==> config.mk <==
export PLATFORM = sky130hd
export DESIGN_NAME = cps_config_port
export DESIGN_NICKNAME = d
export VERILOG_FILES = /design/src/verilog/cps_pkg.sv /design/src/verilog/cps_config_port.sv
export VERILOG_INCLUDE_DIRS = /design/src /design/src/verilog
export SDC_FILE = /design/constraint.sdc
export NUM_CORES = 2
export LEC_CHECK = 0
export ABC_AREA = 1
export ABC_CLOCK_PERIOD_IN_PS = 33300
export BUFFER_PORTS_ARGS = -buffer_cell sky130_fd_sc_hd__buf_4
export CAP_MARGIN = 20
export CORE_ASPECT_RATIO = 0.8
export CORE_UTILIZATION = 63
export DETAILED_ROUTE_END_ITERATION = 6
export MAX_ROUTING_LAYER = met4
export PLACE_DENSITY = 0.8
export SLEW_MARGIN = 20
export SYNTH_ARGS = -nofsm -noshare
export SYNTH_HDL_FRONTEND = slang
export SYNTH_SLANG_ARGS = --single-unit
export TNS_END_PERCENT = 100
==> constraint.sdc <==
create_clock -name clk_sys -period 33.3 [get_ports clk_sys]
set_clock_uncertainty 0.15 [all_clocks]
set_input_delay 6.66 -clock clk_sys [delete_from_list [all_inputs] [get_ports clk_sys]]
set_output_delay 6.66 -clock clk_sys [all_outputs]
set_load 0.005 [all_outputs]
==> src/verilog/cps_defs.svh <==
// Constants for the configuration port state machine: port decode,
// keys, configuration register indices, reset values and timing.
// Assumes an 8-bit I/O data path and a 16-bit I/O address.
`ifndef CPS_DEFS_SVH
`define CPS_DEFS_SVH

// Configuration port base addresses chosen by the strap.
`define CPS_BASE_STRAP_LOW 16'h002E
`define CPS_BASE_STRAP_HIGH 16'h004E
`define CPS_DATA_PORT_STEP 16'h0001

// Keys written to the configuration port.
`define CPS_KEY_ENTER 8'h55
`define CPS_KEY_EXIT 8'hAA

// Global configuration register indices.
`define CPS_IDX_CTRL 8'h02
`define CPS_IDX_LDN 8'h07
`define CPS_IDX_DEV_ID 8'h20
`define CPS_IDX_DEV_REV 8'h21
`define CPS_IDX_PWR_CTRL 8'h22
`define CPS_IDX_PWR_MGMT 8'h23
`define CPS_IDX_OSC 8'h24
`define CPS_IDX_BASE_LOW 8'h26
`define CPS_IDX_BASE_HIGH 8'h27
`define CPS_IDX_FIRST_LD 8'h30

// Logical device register indices.
`define CPS_IDX_ACTIVATE 8'h30
`define CPS_IDX_IO_HIGH 8'h60
`define CPS_IDX_IO_LOW 8'h61
`define CPS_IDX_IRQ 8'h70
`define CPS_IDX_DMA 8'h74
`define CPS_IDX_MODE 8'hF0

// Field positions.
`define CPS_CTRL_SOFT_RESET_BIT 0
`define CPS_ACTIVATE_BIT 0

// Number of logical device slots and width of their index.
`define CPS_NUM_LD 16
`define CPS_LD_BITS 4

// Reset values.
`define CPS_RST_ZERO 8'h00
`define CPS_RST_OSC 8'h44
`define CPS_RST_BASE_HIGH 8'h00

// Host accesses are held off after supply power-on.
`define CPS_POR_BLOCK_NS 500000
`define CPS_CLK_PERIOD_NS 40
`define CPS_POR_BLOCK_CYCLES (`CPS_POR_BLOCK_NS / `CPS_CLK_PERIOD_NS)
`define CPS_POR_CNT_BITS 14

`endif

==> src/verilog/cps_pkg.sv <==
// Types shared by the configuration port state machine.
// Assumes nothing of its surroundings.
`default_nettype none

package cps_pkg;

   // Two access states, one-hot.
   typedef enum logic [1:0]
   {
      CPS_RUN = 2'b01,
      CPS_CFG = 2'b10
   } cps_state_type;

endpackage : cps_pkg

`default_nettype wire

==> src/verilog/cps_config_port.sv <==
// Configuration port state machine with its global and per logical
// device configuration registers, reached through an index/data pair.
// Assumes one-cycle I/O read and write strobes synchronous to clk_sys;
// rst is the supply power-on reset, host_bus_reset_n the bus reset.
//
// Overview of operation
// - After either reset the block is in Run and every logical device is off.
// - Strap sampled at bus reset falling edge or at power-on reset.
// - Strap low puts the configuration port at 0x2E, high at 0x4E.
// - Software may move the port by writing the low and high base bytes.
// - Key 0x55 on the configuration port enters Configuration state.
// - Byte 0xAA on the configuration port returns to Run.
// - Index and data ports respond only in Configuration state.
// - Index port sits at the configuration port; data port one above it.
// - Index 0x07 then data selects and holds the current logical device.
// - Later data accesses reach the indexed register of that device.
// - Global registers need no logical device selection.
// - Only Run and Configuration exist; Run accepts the entry key except in power-on hold-off, bus reset or with ce low.
// - All host accesses are blocked for 500 us after power-on reset.
// - Writing one to control bit 0 soft-resets the sensitive registers.
`timescale 1ns/1ns
`default_nettype none
`include "cps_defs.svh"

module cps_config_port
   import cps_pkg::*;
#(
   parameter int POR_BLOCK_CYCLES = `CPS_POR_BLOCK_CYCLES,
   // Identity values below are arbitrary.
   parameter logic [7:0] DEVICE_ID = 8'hA5,
   parameter logic [7:0] DEVICE_REV = 8'h01
)
(
   // Clock, reset and freeze.
   input wire logic clk_sys,
   input wire logic rst,
   input wire logic ce,
   // Bus reset and strap.
   input wire logic host_bus_reset_n,
   input wire logic addr_strap,
   // Host I/O cycles.
   input wire logic [15:0] io_addr,
   input wire logic io_wr,
   input wire logic io_rd,
   input wire logic [7:0] io_wdata,
   output logic [7:0] io_rdata,
   output logic io_rd_hit,
   // Configuration state seen by the logical devices.
   output logic config_mode,
   output logic [`CPS_NUM_LD-1:0] ld_active,
   output logic [7:0] power_ctrl,
   output logic [7:0] power_mgmt,
   output logic [7:0] osc_ctrl
);

   ////////////////////////////////////////////////////////////////////////
   // State.
   cps_state_type state;
   logic [7:0] index_reg;
   logic [7:0] ldn;
   logic [7:0] port_base_low;
   logic [7:0] port_base_high;
   logic bus_reset_prev;
   logic strap_pending;
   logic [`CPS_POR_CNT_BITS-1:0] por_count;
   logic [7:0] ld_io_high [`CPS_NUM_LD];
   logic [7:0] ld_io_low [`CPS_NUM_LD];
   logic [7:0] ld_irq [`CPS_NUM_LD];
   logic [7:0] ld_dma [`CPS_NUM_LD];
   logic [7:0] ld_mode [`CPS_NUM_LD];

   ////////////////////////////////////////////////////////////////////////
   // Decode.
   wire logic hard_reset = !host_bus_reset_n;
   wire logic strap_take = strap_pending
      || (bus_reset_prev && !host_bus_reset_n);
   wire logic [7:0] strap_base = addr_strap
      ? 8'(`CPS_BASE_STRAP_HIGH) : 8'(`CPS_BASE_STRAP_LOW);
   wire logic blocked = por_count != '0;
   wire logic [15:0] cfg_addr = {port_base_high, port_base_low};
   wire logic [15:0] data_addr = cfg_addr + `CPS_DATA_PORT_STEP;
   wire logic live = ce && !blocked && !hard_reset;
   wire logic in_cfg = state == CPS_CFG;
   wire logic at_cfg = io_addr == cfg_addr;
   wire logic at_data = io_addr == data_addr;
   wire logic key_enter = live && !in_cfg && io_wr && at_cfg
      && io_wdata == `CPS_KEY_ENTER;
   wire logic key_exit = live && in_cfg && io_wr && at_cfg
      && io_wdata == `CPS_KEY_EXIT;
   wire logic index_wr = live && in_cfg && io_wr && at_cfg
      && !key_exit;
   wire logic data_wr = live && in_cfg && io_wr && at_data;
   wire logic cfg_rd = live && in_cfg && io_rd && (at_cfg || at_data);
   wire logic global_sel = index_reg < `CPS_IDX_FIRST_LD;
   wire logic ld_valid = ldn < 8'(`CPS_NUM_LD);
   wire logic [`CPS_LD_BITS-1:0] ld_idx = ldn[`CPS_LD_BITS-1:0];
   wire logic ld_wr = data_wr && !global_sel && ld_valid;
   wire logic gwr_ldn = data_wr && index_reg == `CPS_IDX_LDN;
   wire logic gwr_ctrl = data_wr && index_reg == `CPS_IDX_CTRL;
   wire logic soft_reset = gwr_ctrl
      && io_wdata[`CPS_CTRL_SOFT_RESET_BIT];
   wire logic gwr_pwr_ctrl = data_wr && index_reg == `CPS_IDX_PWR_CTRL;
   wire logic gwr_pwr_mgmt = data_wr && index_reg == `CPS_IDX_PWR_MGMT;
   wire logic gwr_osc = data_wr && index_reg == `CPS_IDX_OSC;
   wire logic gwr_base_low = data_wr && index_reg == `CPS_IDX_BASE_LOW;
   wire logic gwr_base_high = data_wr && index_reg == `CPS_IDX_BASE_HIGH;
   wire cps_state_type next_state = key_enter ? CPS_CFG
      : (key_exit ? CPS_RUN : state);

   ////////////////////////////////////////////////////////////////////////
   // Read data selection.

   logic [7:0] ld_rdata;
   logic [7:0] glob_rdata;
   wire logic [7:0] next_rdata = at_cfg ? index_reg
      : (global_sel ? glob_rdata : (ld_valid ? ld_rdata : `CPS_RST_ZERO));

   always_comb
   begin
      unique case (index_reg)
         `CPS_IDX_LDN: glob_rdata = ldn;
         `CPS_IDX_DEV_ID: glob_rdata = DEVICE_ID;
         `CPS_IDX_DEV_REV: glob_rdata = DEVICE_REV;
         `CPS_IDX_PWR_CTRL: glob_rdata = power_ctrl;
         `CPS_IDX_PWR_MGMT: glob_rdata = power_mgmt;
         `CPS_IDX_OSC: glob_rdata = osc_ctrl;
         `CPS_IDX_BASE_LOW: glob_rdata = port_base_low;
         `CPS_IDX_BASE_HIGH: glob_rdata = port_base_high;
         default: glob_rdata = `CPS_RST_ZERO;
      endcase
   end

   always_comb
   begin
      unique case (index_reg)
         `CPS_IDX_ACTIVATE: ld_rdata = {7'h00, ld_active[ld_idx]};
         `CPS_IDX_IO_HIGH: ld_rdata = ld_io_high[ld_idx];
         `CPS_IDX_IO_LOW: ld_rdata = ld_io_low[ld_idx];
         `CPS_IDX_IRQ: ld_rdata = ld_irq[ld_idx];
         `CPS_IDX_DMA: ld_rdata = ld_dma[ld_idx];
         `CPS_IDX_MODE: ld_rdata = ld_mode[ld_idx];
         default: ld_rdata = `CPS_RST_ZERO;
      endcase
   end

   ////////////////////////////////////////////////////////////////////////
   // Power-on hold-off and strap capture.

   always_ff @(posedge clk_sys or posedge rst)
   begin
      if (rst)
      begin
         por_count <= `CPS_POR_CNT_BITS'(POR_BLOCK_CYCLES);
         strap_pending <= 1'b1;
         bus_reset_prev <= 1'b1;
         port_base_low <= 8'(`CPS_BASE_STRAP_LOW);
         port_base_high <= `CPS_RST_BASE_HIGH;
      end
      else if (ce)
      begin
         if (blocked)
            por_count <= por_count - 1'b1;
         strap_pending <= 1'b0;
         bus_reset_prev <= host_bus_reset_n;
         // The base comes from the strap, software may move it later.
         if (strap_take)
         begin
            port_base_low <= strap_base;
            port_base_high <= `CPS_RST_BASE_HIGH;
         end
         else if (gwr_base_low)
            port_base_low <= io_wdata;
         else if (gwr_base_high)
            port_base_high <= io_wdata;
      end
   end

   ////////////////////////////////////////////////////////////////////////
   // Access state, index, logical device number and global registers.

   always_ff @(posedge clk_sys or posedge rst)
   begin
      if (rst)
      begin
         state <= CPS_RUN;
         config_mode <= 1'b0;
         index_reg <= `CPS_RST_ZERO;
         ldn <= `CPS_RST_ZERO;
         power_ctrl <= `CPS_RST_ZERO;
         power_mgmt <= `CPS_RST_ZERO;
         osc_ctrl <= `CPS_RST_OSC;
      end
      else if (ce)
      begin
         if (hard_reset)
         begin
            state <= CPS_RUN;
            config_mode <= 1'b0;
            index_reg <= `CPS_RST_ZERO;
            ldn <= `CPS_RST_ZERO;
            power_ctrl <= `CPS_RST_ZERO;
            power_mgmt <= `CPS_RST_ZERO;
            osc_ctrl <= `CPS_RST_OSC;
         end
         else
         begin
            state <= next_state;
            config_mode <= next_state == CPS_CFG;
            if (index_wr)
               index_reg <= io_wdata;
            if (soft_reset)
            begin
               ldn <= `CPS_RST_ZERO;
               power_ctrl <= `CPS_RST_ZERO;
            end
            else
            begin
               if (gwr_ldn)
                  ldn <= io_wdata;
               if (gwr_pwr_ctrl)
                  power_ctrl <= io_wdata;
            end
            if (gwr_pwr_mgmt)
               power_mgmt <= io_wdata;
            if (gwr_osc)
               osc_ctrl <= io_wdata;
         end
      end
   end

   // Read answers are registered one cycle after the strobe.
   always_ff @(posedge clk_sys or posedge rst)
   begin
      if (rst)
      begin
         io_rdata <= `CPS_RST_ZERO;
         io_rd_hit <= 1'b0;
      end
      else if (ce)
      begin
         io_rd_hit <= cfg_rd;
         io_rdata <= cfg_rd ? next_rdata : `CPS_RST_ZERO;
      end
   end

   ////////////////////////////////////////////////////////////////////////
   // Logical device register slots.

   for (genvar i = 0; i < `CPS_NUM_LD; i++)
   begin : g_ld
      wire logic sel = ld_wr && ld_idx == `CPS_LD_BITS'(i);
      always_ff @(posedge clk_sys or posedge rst)
      begin
         if (rst)
         begin
            ld_active[i] <= 1'b0;
            ld_io_high[i] <= `CPS_RST_ZERO;
            ld_io_low[i] <= `CPS_RST_ZERO;
            ld_irq[i] <= `CPS_RST_ZERO;
            ld_dma[i] <= `CPS_RST_ZERO;
            ld_mode[i] <= `CPS_RST_ZERO;
         end
         else if (ce)
         begin
            if (hard_reset || soft_reset)
            begin
               ld_active[i] <= 1'b0;
               ld_io_high[i] <= `CPS_RST_ZERO;
               ld_io_low[i] <= `CPS_RST_ZERO;
               ld_irq[i] <= `CPS_RST_ZERO;
               ld_dma[i] <= `CPS_RST_ZERO;
               if (hard_reset)
                  ld_mode[i] <= `CPS_RST_ZERO;
            end
            else if (sel)
            begin
               unique case (index_reg)
                  `CPS_IDX_ACTIVATE:
                     ld_active[i] <= io_wdata[`CPS_ACTIVATE_BIT];
                  `CPS_IDX_IO_HIGH: ld_io_high[i] <= io_wdata;
                  `CPS_IDX_IO_LOW: ld_io_low[i] <= io_wdata;
                  `CPS_IDX_IRQ: ld_irq[i] <= io_wdata;
                  `CPS_IDX_DMA: ld_dma[i] <= io_wdata;
                  `CPS_IDX_MODE: ld_mode[i] <= io_wdata;
                  default: ;
               endcase
            end
         end
      end
   end

endmodule : cps_config_port

`default_nettype wire

==> metrics.txt <==
storage element area=18,500 µm²; htree depth=3; placed inst area=36,400 µm²; Syn Nets=4,413; Synth top area share=50.2%; Slew Limit Headroom=21.6%; Ports=81; Root Driver=clkbuf_16; Area contributors post-synth=dfrtp_1 50%, nand2_1 16%, nand3_1 8.0%; CTS resizes=0; largest net degree at the start of global routing=172; max-slew violation count=0; WP data required=33.64 ns; number of buffers added on ports=80; Startpoint Class=primary input; clk_lat worst skew=0.63 ns; Tot GR Track Use=38.6%; first-pass GRT wire length=172,000 µm; RSZ-0062 raised after global routing=false; Final ANT Viol Nets=0; Starting Density=63.8%; outcome=finished clean; DP Wirelength=63,900 µm; CP Class=primary input to register; Wirelength per Cell=21.4 µm; Die Wd=270 µm; yosys warns=0; initial drt markers=4,304; via count=32.3k; # Max-Cap Violations=0; initial antenna violation count=3; clock sink count=740; VDD IR max=0.0434 mV; Crit. End Element=register; CTS tree=yes; Post-Synthesis Cells=4,379; CP Buf/Inv Count=3; Final Util=68.7%; vias in the first global route=30.2k; Max Root-Sink Buffers=3; CP cell instances=buf_4 > nand2_1 > inv_1 > nand3_1 > nor3_1 > nand4_4 > nand2_4 > inv_2 > nand2_2 > nand2_2 > nand2_1 > o21ai_1; setup bufs post-CTS=0; fin crit period=10.07 ns; # setup viols final=0; fmax=0.0993 GHz; Worst Path Max Fanout=54; CP max stage cell=nand2_2; period utilization=30.2%; clock transition at the registers of the reported paths=0.06 ns; CP arrival=10.41 ns; die area=58,300 µm²; Leak=19.4 nW; Synth area leader=dfrtp_1; CORE AREA=56,700 µm²; Mean Syn Cell Area=8.26 µm²; fraction of layout cells with a size suffix above 1=10.2%; DRC Markers=0; Sum Neg Setup Slack=0 ns; Seq/Total Area, Yosys=51.3%; Final GP Congestion=1.03; worst hold path class=register to register; most frequent cells in the layout=1,502 x nand2_1, 725 x dfrtp_1, 575 x nand3_1, 328 x a22oi_1, 197 x o21ai_0; commonest non-fill, non-tap cell in the layout=nand2_1; grt ovf=0; post-synthesis register bit count=740; fill cell count=4,539; fin area=38,900 µm²; fin nets=4,291; max incr delay on CP=0.83 ns; area grow syn2layout=7.68%; Worst Tran Pin Value=1.18 ns; Cell Pwr Density=60.3 nW/µm²; chip height=216 µm; CP delay by family, top=simple AND/OR/NAND/NOR gates; hold buffers post-CTS=0; DR vias/cell=6.36; synth unique cells=44; overall power=2.35 mW; Post-Syn Area=36,200 µm²; Hold Violations, Final=0; TritonRoute pass-1 iters=6; Multi-input gate area=15,500 µm²; Site Rows=78; final WL=109,000 µm; CTS buffer count=72
==> worst register-to-register path, delay by kind of cell, from the launching register on <==
kind	cells	cell delay, ns
buf+inv	3	1.88
compound gates	5	1.33
simple gates	5	0.70
flops	1	0.49
==> synth_stat cells, drive strengths merged <==
library cell and instances:
and2 1, nand4 28, dfstp 15, nand3b 1, clkinv 2, a22oi 328
nor3 24, dfrtp 725, o21ai 247, a32o 4, o211ai 1, nand3 577
o21bai 1, or2 66, a221oi 4, nand2 1596, nor3b 1, ha 3
xor2 11, nor2 119, clkbuf 137, a21oi 159, a22o 3, o2111ai 2
o22ai 2, nor4 11, xnor2 8, buf 177, o31ai 3, inv 123
==> where the power goes <==
part	switching (mW)	internal [mW]	leakage [nW]	total, mW
logic	0.260	0.115	8.55	0.375
registers	0.0806	1.02	9.65	1.10
clock network	0.360	0.509	1.23	0.869
total	0.701	1.65	19.4	2.35
==> final timing paths <==
kind,depth (start not counted),slack [ns],endpoint,from
worst max-delay path,12,23.23,ld_mode[118],ce
worst min-delay path,2,0.30,strap_pending,strap_pending
worst max register to register,13,28.67,io_rdata[4],ldn[1]
worst min register to register,2,0.30,strap_pending,strap_pending
max in group asynchronous,4,24.45,ld_dma[1],rst
min in group asynchronous,2,6.01,ld_mode[113],rst
==> area by class of cell <==
cell class	instances	share of cell area, %
inverters	125	1.26
clock inverters	27	0.903
well taps	760	2.44
repair buffers	118	2.38
clock buffers	103	5.48
multi-input cells	3200	39.9
diodes	4	0.0257
flip-flops and latches	740	47.6
==> stage by stage <==
step / setup slack [ns] / hold WS [ns] / cells
after floorplan: 5.75 / 0.269 / 4379
after global routing: 23.02 / 0.320 / 5076
after detailed placement: 22.72 / 0.285 / 4942
after CTS: 23.37 / 0.296 / 5072
final: 23.23 / 0.295 / 5077
after global placement: 22.82 / 0.277 / 4942
==> per-layer routing <==
layer | GRT usage (%) | wire length, µm | vias to the layer above
li1 | - | - | 14400
met1 | 54.6 | 44700 | 15800
met2 | 53.4 | 46700 | 1872
met3 | 11.5 | 14100 | 230
met4 | 12.5 | 3360 | 0
met5 | - | 0 | -
==> cell families (layout without fill, tap and decap cells) <==
group           after synthesis  after routing  synth area share (%)
xor+xnor                     19             19                 0.460
fa+ha+maj                     3              3                 0.104
compound gates              754            754                  12.9
simple gates               2424           2424                  29.2
other cells                   0              4                     0
buf+inv                     439            373                  6.00
flops                       740            740                  51.3
Power figures use the tool's default switching activity.
